**src/core/usart_core_pkg.sv**
```systemverilog
// Package: register map, field positions, reset values and states of the serial unit.
// Assumes a 32-bit AHB-Lite bus and one 125 MHz clock.
package usart_core_pkg;
    localparam logic [7:0]  OFS_STATUS   = 8'h00;
    localparam logic [7:0]  OFS_DATA     = 8'h04;
    localparam logic [7:0]  OFS_BAUD     = 8'h08;
    localparam logic [7:0]  OFS_CTRL     = 8'h0c;
    localparam logic [7:0]  OFS_MASK     = 8'h10;
    localparam logic [7:0]  OFS_ADDR     = 8'h14;
    // Control register fields
    localparam int          CTRL_UEN     = 13;
    localparam int          CTRL_WL      = 12;
    localparam int          CTRL_WUM     = 11;
    localparam int          CTRL_PEN     = 10;
    localparam int          CTRL_PSEL    = 9;
    localparam int          CTRL_TEN     = 3;
    localparam int          CTRL_REN     = 2;
    localparam int          CTRL_MUTE    = 1;
    localparam logic [13:0] CTRL_RW_MASK = 14'h3e0c;
    // Status fields; bits 0..2 are sticky events
    localparam int          ST_PARITY_ERROR_FLAG      = 0;
    localparam int          ST_RXRDY     = 1;
    localparam int          ST_TXDONE    = 2;
    localparam int          ST_MUTE      = 4;
    localparam int          EV_W         = 3;
    localparam int          DATA_W       = 9;
    localparam int          DIV_W        = 16;
    localparam int          NODE_W       = 4;
    localparam logic [31:0] RST_DATA     = 32'h0000_0000;
    localparam logic [15:0] RST_DIV      = 16'h0000;
    localparam logic [13:0] RST_CTRL     = 14'h0000;
    typedef enum logic [1:0] {
        LINE_IDLE  = 2'b00,
        LINE_START = 2'b01,
        LINE_DATA  = 2'b11,
        LINE_STOP  = 2'b10
    } line_state_t;
endpackage

```
**src/core/usart_core.sv**
```systemverilog
// Serial transceiver core: data, divider and frame control behind an AHB-Lite slave.
// Assumes single word transfers, inputs synchronous to clk, rxd already synchronised.
//
// Summary of operation
// - Data register bits above the 9-bit word always read as zero.
// - Low nine data bits: write queues a transmit word, read returns received.
// - With parity on, transmitted MSB is replaced by the computed parity bit.
// - With parity on, the received parity bit appears as MSB of read word.
// - Baud counter stops when transmitter and receiver enables are both clear.
// - 16-bit divider in baud register low half, reset zero, upper half reads zero.
// - Control bit 13 enables the unit; resets to zero.
// - Control bit 12 selects 8 or 9 data bits for both directions.
// - Control bit 11 picks wake from silence: idle line or address match.
// - Control bit 10 enables parity generation and checking.
// - Control bit 9 picks even (0) or odd (1) parity.
// - Failed receive parity sets parity error flag in status bit 0.
`timescale 1ns/1ps

module usart_core
    import usart_core_pkg::*;
(
    input  wire logic        clk,
    input  wire logic        resetn,
    input  wire logic        hsel,
    input  wire logic [31:0] haddr,
    input  wire logic [1:0]  htrans,
    input  wire logic        hwrite,
    input  wire logic [2:0]  hsize,
    input  wire logic [31:0] hwdata,
    input  wire logic        hready,
    output logic      [31:0] hrdata,
    output logic             hreadyout,
    output logic             hresp,
    input  wire logic        rxd,
    output logic             txd,
    output logic             irq
);
    import usart_core_pkg::*;

    typedef struct packed {
        logic [31:0]       rdata;
        logic              rdy;
        logic              rd_pend;
        logic              wr_pend;
        logic [7:0]        addr;
        logic [DIV_W-1:0]  div;
        logic [13:0]       ctrl;
        logic [EV_W-1:0]   status;
        logic [EV_W-1:0]   mask;
        logic [NODE_W-1:0] node;
        logic              mute;
        logic              irq;
        logic [DIV_W-1:0]  baud_cnt;
        line_state_t       tx_st;
        logic [DATA_W-1:0] tx_hold;
        logic              tx_full;
        logic [DATA_W-1:0] tx_sr;
        logic [3:0]        tx_bits;
        logic              txd;
        line_state_t       rx_st;
        logic [DIV_W-1:0]  rx_cnt;
        logic [DATA_W-1:0] rx_sr;
        logic [3:0]        rx_bits;
        logic [3:0]        idle_bits;
        logic [DATA_W-1:0] rx_word;
    } state_t;

    state_t cur;
    state_t next_cur;

    logic              run;
    logic              tick;
    logic [DIV_W-1:0]  period;
    logic [3:0]        nbits;
    logic [DATA_W-1:0] tx_word;
    logic [DATA_W-1:0] rx_done_word;
    logic              rx_done;
    logic              rx_parity_error_flag;

    assign hrdata    = cur.rdata;
    assign hreadyout = cur.rdy;
    assign hresp     = 1'b0;
    assign txd       = cur.txd;
    assign irq       = cur.irq;

    ////////////////////////////////////////////////////////////////////////////
    // Shared timing terms
    always_comb begin
        run    = cur.ctrl[CTRL_UEN] & (cur.ctrl[CTRL_TEN] | cur.ctrl[CTRL_REN]);
        period = (cur.div == 16'h0000) ? 16'h0001 : cur.div;
        tick   = run && (cur.baud_cnt == 16'h0000);
        nbits  = cur.ctrl[CTRL_WL] ? 4'h9 : 4'h8;
        // Parity replaces the MSB of the written word
        tx_word = cur.tx_hold;
        if (cur.ctrl[CTRL_PEN]) begin
            if (cur.ctrl[CTRL_WL]) begin
                tx_word[8] = (^cur.tx_hold[7:0]) ^ cur.ctrl[CTRL_PSEL];
            end else begin
                tx_word[7] = (^cur.tx_hold[6:0]) ^ cur.ctrl[CTRL_PSEL];
            end
        end
        // MSB of the stored word holds the received parity bit
        rx_done_word = cur.ctrl[CTRL_WL] ? cur.rx_sr : {1'b0, cur.rx_sr[8:1]};
        rx_done      = cur.rx_st == LINE_STOP && cur.rx_cnt == 16'h0000 && run;
        rx_parity_error_flag      = cur.ctrl[CTRL_PEN] && ((^rx_done_word) != cur.ctrl[CTRL_PSEL]);
    end

    ////////////////////////////////////////////////////////////////////////////
    // Next state
    always_comb begin
        logic [EV_W-1:0] ev;
        logic            id_hit;
        next_cur = cur;
        ev       = '0;
        id_hit   = 1'b0;

        // Bus: reads take one wait state so a write just before is seen
        next_cur.rdy     = 1'b1;
        next_cur.rd_pend = 1'b0;
        next_cur.wr_pend = 1'b0;
        if (cur.rd_pend) begin
            next_cur.rdata = 32'h0000_0000;
            case (cur.addr)
                OFS_STATUS: next_cur.rdata = {27'h0, cur.mute, 1'b0, cur.status};
                OFS_DATA:   next_cur.rdata = {23'h0, cur.rx_word};
                OFS_BAUD:   next_cur.rdata = {16'h0, cur.div};
                OFS_CTRL:   next_cur.rdata = {18'h0, cur.ctrl};
                OFS_MASK:   next_cur.rdata = {29'h0, cur.mask};
                OFS_ADDR:   next_cur.rdata = {28'h0, cur.node};
                default:    next_cur.rdata = 32'h0000_0000;
            endcase
        end
        if (cur.wr_pend) begin
            case (cur.addr)
                OFS_DATA: begin
                    next_cur.tx_hold = hwdata[DATA_W-1:0];
                    next_cur.tx_full = 1'b1;
                end
                OFS_BAUD: next_cur.div = hwdata[DIV_W-1:0];
                OFS_CTRL: begin
                    next_cur.ctrl = hwdata[13:0] & CTRL_RW_MASK;
                    if (hwdata[CTRL_MUTE]) begin
                        next_cur.mute = 1'b1;
                    end
                end
                OFS_MASK: next_cur.mask = hwdata[EV_W-1:0];
                OFS_ADDR: next_cur.node = hwdata[NODE_W-1:0];
                default: ;
            endcase
        end
        if (hsel && hready && htrans[1]) begin
            next_cur.addr = haddr[7:0];
            if (hwrite) begin
                next_cur.wr_pend = 1'b1;
            end else begin
                next_cur.rd_pend = 1'b1;
                next_cur.rdy     = 1'b0;
            end
        end

        // Baud counter, frozen while neither direction is enabled
        if (run) begin
            next_cur.baud_cnt = tick ? period - 16'h0001 : cur.baud_cnt - 16'h0001;
        end

        // Transmitter
        case (cur.tx_st)
            LINE_IDLE: begin
                next_cur.txd = 1'b1;
                if (tick && cur.tx_full && cur.ctrl[CTRL_TEN]) begin
                    next_cur.tx_sr   = tx_word;
                    next_cur.tx_full = 1'b0;
                    next_cur.txd     = 1'b0;
                    next_cur.tx_st   = LINE_START;
                end
            end
            LINE_START: begin
                if (tick) begin
                    next_cur.txd     = cur.tx_sr[0];
                    next_cur.tx_sr   = {1'b0, cur.tx_sr[8:1]};
                    next_cur.tx_bits = 4'h1;
                    next_cur.tx_st   = LINE_DATA;
                end
            end
            LINE_DATA: begin
                if (tick) begin
                    if (cur.tx_bits == nbits) begin
                        next_cur.txd   = 1'b1;
                        next_cur.tx_st = LINE_STOP;
                    end else begin
                        next_cur.txd     = cur.tx_sr[0];
                        next_cur.tx_sr   = {1'b0, cur.tx_sr[8:1]};
                        next_cur.tx_bits = cur.tx_bits + 4'h1;
                    end
                end
            end
            LINE_STOP: begin
                if (tick) begin
                    ev[ST_TXDONE]  = 1'b1;
                    next_cur.tx_st = LINE_IDLE;
                end
            end
            default: next_cur.tx_st = LINE_IDLE;
        endcase

        // Receiver: rx_cnt is the phase counter inside a bit
        if (run && cur.ctrl[CTRL_REN]) begin
            next_cur.rx_cnt = (cur.rx_cnt == 16'h0000) ? period - 16'h0001 : cur.rx_cnt - 16'h0001;
            case (cur.rx_st)
                LINE_IDLE: begin
                    if (!rxd) begin
                        next_cur.rx_cnt    = {1'b0, period[15:1]};
                        next_cur.idle_bits = 4'h0;
                        next_cur.rx_st     = LINE_START;
                    end else if (cur.rx_cnt == 16'h0000 && cur.idle_bits != 4'hf) begin
                        next_cur.idle_bits = cur.idle_bits + 4'h1;
                    end
                end
                LINE_START: begin
                    if (cur.rx_cnt == 16'h0000) begin
                        // A glitch shorter than half a bit is not a start
                        next_cur.rx_st   = rxd ? LINE_IDLE : LINE_DATA;
                        next_cur.rx_bits = 4'h0;
                    end
                end
                LINE_DATA: begin
                    if (cur.rx_cnt == 16'h0000) begin
                        next_cur.rx_sr   = {rxd, cur.rx_sr[8:1]};
                        next_cur.rx_bits = cur.rx_bits + 4'h1;
                        if (cur.rx_bits + 4'h1 == nbits) begin
                            next_cur.rx_st = LINE_STOP;
                        end
                    end
                end
                LINE_STOP: begin
                    if (cur.rx_cnt == 16'h0000) begin
                        next_cur.rx_st = LINE_IDLE;
                        id_hit = rx_done_word[nbits-4'h1] && rx_done_word[NODE_W-1:0] == cur.node;
                        if (!cur.mute) begin
                            next_cur.rx_word = rx_done_word;
                            ev[ST_RXRDY]     = 1'b1;
                            ev[ST_PARITY_ERROR_FLAG]      = rx_parity_error_flag;
                        end else if (cur.ctrl[CTRL_WUM] && id_hit) begin
                            next_cur.mute = 1'b0;
                        end
                    end
                end
                default: next_cur.rx_st = LINE_IDLE;
            endcase
            // Idle line lasting a whole frame ends silence
            if (cur.mute && !cur.ctrl[CTRL_WUM] && cur.idle_bits >= nbits + 4'h2) begin
                next_cur.mute      = 1'b0;
                next_cur.idle_bits = 4'h0;
            end
        end

        // Unit disabled: line idles high, receiver parked
        if (!cur.ctrl[CTRL_UEN]) begin
            next_cur.txd       = 1'b1;
            next_cur.tx_st     = LINE_IDLE;
            next_cur.rx_st     = LINE_IDLE;
            next_cur.idle_bits = 4'h0;
        end

        // Sticky events: write one clears, a new event wins over the clear
        if (cur.wr_pend && cur.addr == OFS_STATUS) begin
            next_cur.status = cur.status & ~hwdata[EV_W-1:0];
        end
        next_cur.status = next_cur.status | ev;
        next_cur.irq    = |(next_cur.status & next_cur.mask);
    end

    ////////////////////////////////////////////////////////////////////////////
    // State register
    always_ff @(posedge clk or negedge resetn) begin
        if (!resetn) begin
            cur          <= '0;
            cur.rdy      <= 1'b1;
            cur.txd      <= 1'b1;
            cur.div      <= RST_DIV;
            cur.ctrl     <= RST_CTRL;
            cur.rx_word  <= RST_DATA[DATA_W-1:0];
            cur.tx_st    <= LINE_IDLE;
            cur.rx_st    <= LINE_IDLE;
        end else begin
            cur <= next_cur;
        end
    end

    ////////////////////////////////////////////////////////////////////////////
    // Checks
    a_data_upper_zero: assert property (@(posedge clk) disable iff (!resetn)
        cur.rd_pend && cur.addr == OFS_DATA |=> hreadyout && hrdata[31:9] == 23'h0)
        else $error("data register upper bits not zero");

    a_baud_upper_zero: assert property (@(posedge clk) disable iff (!resetn)
        cur.rd_pend && cur.addr == OFS_BAUD |=> hrdata == {16'h0, $past(cur.div)})
        else $error("baud register read wrong");

    a_baud_halted: assert property (@(posedge clk) disable iff (!resetn)
        !(cur.ctrl[CTRL_TEN] | cur.ctrl[CTRL_REN]) && !cur.wr_pend |=> $stable(cur.baud_cnt))
        else $error("baud counter ran while both directions off");

    a_idle_when_off: assert property (@(posedge clk) disable iff (!resetn)
        !cur.ctrl[CTRL_UEN] |=> txd && cur.rx_st == LINE_IDLE)
        else $error("line active while unit disabled");

    a_parity_insert: assert property (@(posedge clk) disable iff (!resetn)
        cur.tx_st == LINE_IDLE && next_cur.tx_st == LINE_START && cur.ctrl[CTRL_PEN] && !cur.ctrl[CTRL_WL]
        |=> cur.tx_sr[7] == ((^cur.tx_sr[6:0]) ^ cur.ctrl[CTRL_PSEL]))
        else $error("transmit parity bit wrong");

    a_parity_error_flag_sets: assert property (@(posedge clk) disable iff (!resetn)
        rx_done && !cur.mute && rx_parity_error_flag |=> cur.status[ST_PARITY_ERROR_FLAG] ##1 cur.irq == cur.mask[ST_PARITY_ERROR_FLAG] || cur.irq)
        else $error("parity error flag not set");

    a_word_8bit: assert property (@(posedge clk) disable iff (!resetn)
        rx_done && !cur.mute && !cur.ctrl[CTRL_WL] |=> cur.rx_word[8] == 1'b0 && cur.status[ST_RXRDY])
        else $error("8-bit word has ninth bit set");

    a_idle_wakeup: assert property (@(posedge clk) disable iff (!resetn)
        run && cur.ctrl[CTRL_REN] && cur.mute && !cur.ctrl[CTRL_WUM] && !cur.wr_pend
        && cur.idle_bits >= nbits + 4'h2 |=> !cur.mute)
        else $error("idle line did not end silence");

    a_stop_bit_high: assert property (@(posedge clk) disable iff (!resetn)
        cur.tx_st == LINE_STOP |-> txd)
        else $error("stop bit not high");

    a_read_one_wait: assert property (@(posedge clk) disable iff (!resetn)
        cur.rd_pend |-> !hreadyout ##1 hreadyout)
        else $error("read wait state not one cycle");

    a_rx_parity_msb: assert property (@(posedge clk) disable iff (!resetn)
        rx_done && cur.ctrl[CTRL_REN] && !cur.mute && cur.ctrl[CTRL_PEN] && !cur.ctrl[CTRL_WL]
        |=> cur.rx_word[7] == $past(cur.rx_sr[8]))
        else $error("received parity bit not in word MSB");

    a_no_false_parity_error_flag: assert property (@(posedge clk) disable iff (!resetn)
        rx_done && !rx_parity_error_flag && !cur.status[ST_PARITY_ERROR_FLAG] |=> !cur.status[ST_PARITY_ERROR_FLAG])
        else $error("parity error flag set on good frame");

endmodule // usart_core

```
**config.mk**
```make
export PLATFORM = sky130hd
export DESIGN_NAME = usart_core
export DESIGN_NICKNAME = d
export VERILOG_FILES = /design/src/core/usart_core_pkg.sv /design/src/core/usart_core.sv
export SDC_FILE = /design/constraint.sdc
export NUM_CORES = 1
export LEC_CHECK = 0
export BUFFER_PORTS_ARGS = -buffer_cell sky130_fd_sc_hd__buf_4
export CAP_MARGIN = 20
export CORE_ASPECT_RATIO = 0.7
export CORE_MARGIN = 3
export CORE_UTILIZATION = 23
export DETAILED_ROUTE_END_ITERATION = 8
export GPL_ROUTABILITY_DRIVEN = 0
export SYNTH_ARGS = -nofsm -noshare
export SYNTH_HDL_FRONTEND = slang
export SYNTH_SLANG_ARGS = --single-unit
```
**constraint.sdc**
```tcl
create_clock -name clk -period 3.1 [get_ports clk]
set_input_delay 0.62 -clock clk [delete_from_list [all_inputs] [get_ports clk]]
set_output_delay 0.62 -clock clk [all_outputs]
set_load 0.1 [all_outputs]
```
==> impl_metrics.yaml <==
synth:
  yosys_warnings: 0
  synthSimpleGateAreaFrac_pct: 16.3
  synth_adder_area_share_pct: 1.33
  synthTopCellsByArea: "dfrtp_1 43%, mux2_2 6.1%, xnor2_1 3.6%"
  synth_edf_count: 0
  ys_ff_latch: 148
  synth_top_cell_area_share_pct: 43.0
  avgSynthCellArea_sq_um: 9.95
  yosysSeqAreaShare_pct: 43.7
  synth_compound_area_share_pct: 16.4
  synth_area_sq_mm: 0.00849
  synth_top_family_by_area: "compound AO/OA/AOI/OAI gates"
  synth_xor_area_share_pct: 4.67
  synth_mux_area_share_pct: 10.8
  synth_cell_types: 75
  netlist_instances: 853
  ys_async_sr_fraction_pct: 100
  yosys.area.top_type: "dfrtp_1"
  synthFlopType: "dfrtp_1"
die:
  rows: 58
  die_h_um: 167
  die_width_um: 236
  start_util_pct: 23.5
  die-area_sq_mm: 0.0393
  core_sq_mm: 0.0361
  io_pins: 111
setup_path:
  critical_path_required_ns: 3.47
  worstPathMaxFanout: 20
  reg2regPathDepth: 8
  critPathLaunchType: "flop"
  crit_arrival_ns: 3.11
  timing.critical_path.to_type: "flop"
  crit_type: "flop to flop"
cells_and_area:
  post-route-util_pct: 27.6
  stdcell_count: 1382
  area_growth_pct: 17.3
  drive_above_1_share_pct: 21.8
  stdcell_area_sq_mm: 0.00996
  final_nets: 974
  antennaDiodeCount: 0
drt:
  first_pass_iters: 5
  wire_per_inst_um: 17.6
  wl_mm: 24.4
  num_vias: 6852
  drc: 0
  vias_per_cell: 4.96
  final_antenna_net_count: 0
  drt_iter0_markers: 629
place:
  port_buffers: 49
  dp_hpwl_mm: 18.1
  placed_cells: 1351
  dpl_cell_area_sq_mm: 0.00935
  place_ws_ns: 0.270
clock_tree:
  cts_hold_buf: 0
  cts_setup_buffers: 0
  htreeDepth: 4
  clock-root-buffer: "clkbuf_16"
  cts_buffer_depth: 2
  cts.reportedPaths.clkPinSlew_ns: 0.06
  cts_buffers: 17
  tritoncts: "done"
  clock_latency_ns: 0.44
  clock_sinks: 148
  cts_resized: 0
timing:
  fin_skew_ns: 0.0118
  slew_violations: 0
  timing.fmax_mhz: 365
  period_share_pct: 88.5
  tightest_slew_ns: 1.01
  setup_ws_ns: 0.358
  final_hold_viol_count: 0
  setup_viol: 0
  tns_ns: 0
  min_period_ns: 2.74
  relSlewSlack_pct: 32.3
  rsz0062_at_grt: "no"
grt:
  grt_max_degree: 66
  antenna_found_initial: 0
  grt_pass1_vias: 6392
  overflow: 0
  track_usage_pct: 12.4
  grt_pass1_wl_mm: 38.3
power:
  cellLeakagePower_nw: 4.12
  ir_worst_vdd_uv: 295
  power_density_mw_per_mm2: 558
worst_hold_path:
  min_path_type: "input pin to async pin"
flow_run:
  maxCapViolations: 0
status:
  status: "completed"
power breakdown:
part           leakage, nW  switching [mW]  internal, mW  total, mW
clock                0.295           0.849          1.30       2.15
combinational         1.94           0.599         0.395      0.993
sequential            1.88           0.292          2.12       2.41
cells in the mapped netlist, types with 4 or more instances:
cell type,instances
xnor2_1,35
clkbuf_1,37
buf_2,8
nor4_1,16
o21ai_0,60
o2bb2ai_1,18
nand2b_1,6
or4_1,8
a31oi_1,7
nand3_1,23
nor2_1,31
a22oi_1,21
mux2i_1,23
nor3b_1,4
and3_1,6
nor3_1,27
o211ai_1,10
nand4_1,12
dfrtp_1,146
a32oi_1,4
a21oi_1,38
buf_4,33
o31ai_1,6
inv_1,32
mux2_2,46
o31a_1,4
nand4b_1,4
or2_2,5
mux2_4,10
a21boi_0,6
ha_1,9
xor2_1,5
nand2_1,78
or3_1,4
a22o_1,7
state kept, by name (all words and copies together) (netlist names):
register / cells
irq: 1
cur: 129
hreadyout: 1
hrdata: 16
txd: 1
cells in the final DEF, fill, tap and decap left out, types with 9 or more instances in the layout:
| master | count |
|---|---|
| nor4_1 | 16 |
| o21ai_0 | 60 |
| mux2_4 | 10 |
| a22oi_1 | 21 |
| nand4_1 | 12 |
| nor3_1 | 27 |
| nor2_1 | 31 |
| mux2_2 | 46 |
| clkbuf_16 | 17 |
| a21oi_1 | 38 |
| dfrtp_1 | 146 |
| o2bb2ai_1 | 18 |
| nand3_1 | 23 |
| buf_4 | 80 |
| o211ai_1 | 10 |
| xnor2_1 | 35 |
| nand2_1 | 78 |
| mux2i_1 | 23 |
| ha_1 | 9 |
| inv_1 | 32 |
| conb_1 | 17 |
area by class of cell:
cell class / count / area, sq um
multi-input combinational: 608 / 4270
clock inverter: 12 / 155
sequential: 148 / 3710
fill: 3806 / 26200
timing repair buffer: 83 / 652
tap: 480 / 601
inverter: 32 / 120
clock buffer: 19 / 453
logic make-up (layout without fill, tap and decap cells):
family | count (synthesis) | in the layout
AND/OR/NAND/NOR | 251 | 251
other | 1 | 17
XOR/XNOR | 42 | 42
adder cells (fa/ha/maj) | 9 | 9
multiplexers | 80 | 80
AO/OA/AOI/OAI | 209 | 209
buffers and inverters | 113 | 146
flip-flops | 148 | 148
path summary, 6_finish.rpt:
path / startpoint / end / slack (ns)
hold reg to reg: cur[49]$_DFFE_PN0P_ / cur[49]$_DFFE_PN0P_ / 0.48
setup reg to reg: cur[26]$_DFFE_PN0P_ / irq$_DFF_PN0_ / 0.36
max in group asynchronous: resetn / txd$_DFFE_PN1P_ / 2.15
min in group clk: haddr[2] / cur[130]$_DFFE_PN0P_ / 0.42
setup / recovery: cur[26]$_DFFE_PN0P_ / irq$_DFF_PN0_ / 0.36
hold / removal: resetn / cur[15]$_DFFE_PN0P_ / 0.18
layer usage:
layer,global-route usage (%),part of all wire (%),up-vias
met5,0,0,-
met4,3.70,1.9,0
met3,3.43,7.7,36
met2,16.8,40,226
met1,19.0,50,3422
li1,-,-,3168
per-stage QoR:
step           power (mW)  hold slack [ns]
2_1_floorplan        3.11            0.324
3_3_place_gp         3.39            0.464
3_5_place_dp         3.42            0.470
4_1_cts              5.59            0.193
5_1_grt              5.83            0.215
6_report             5.56            0.175
worst max-delay path, cell delays in order, from the launching register on:
cell and delay, ns:
dfrtp_1 0.44, inv_1 0.11, ha_1 0.15, nor4b_1 0.50, and4_1 0.37, buf_4 0.22
nand2_1 0.42, a21boi_0 0.32, a211o_1 0.13
Note: power is estimated with default switching activity, not from simulation.
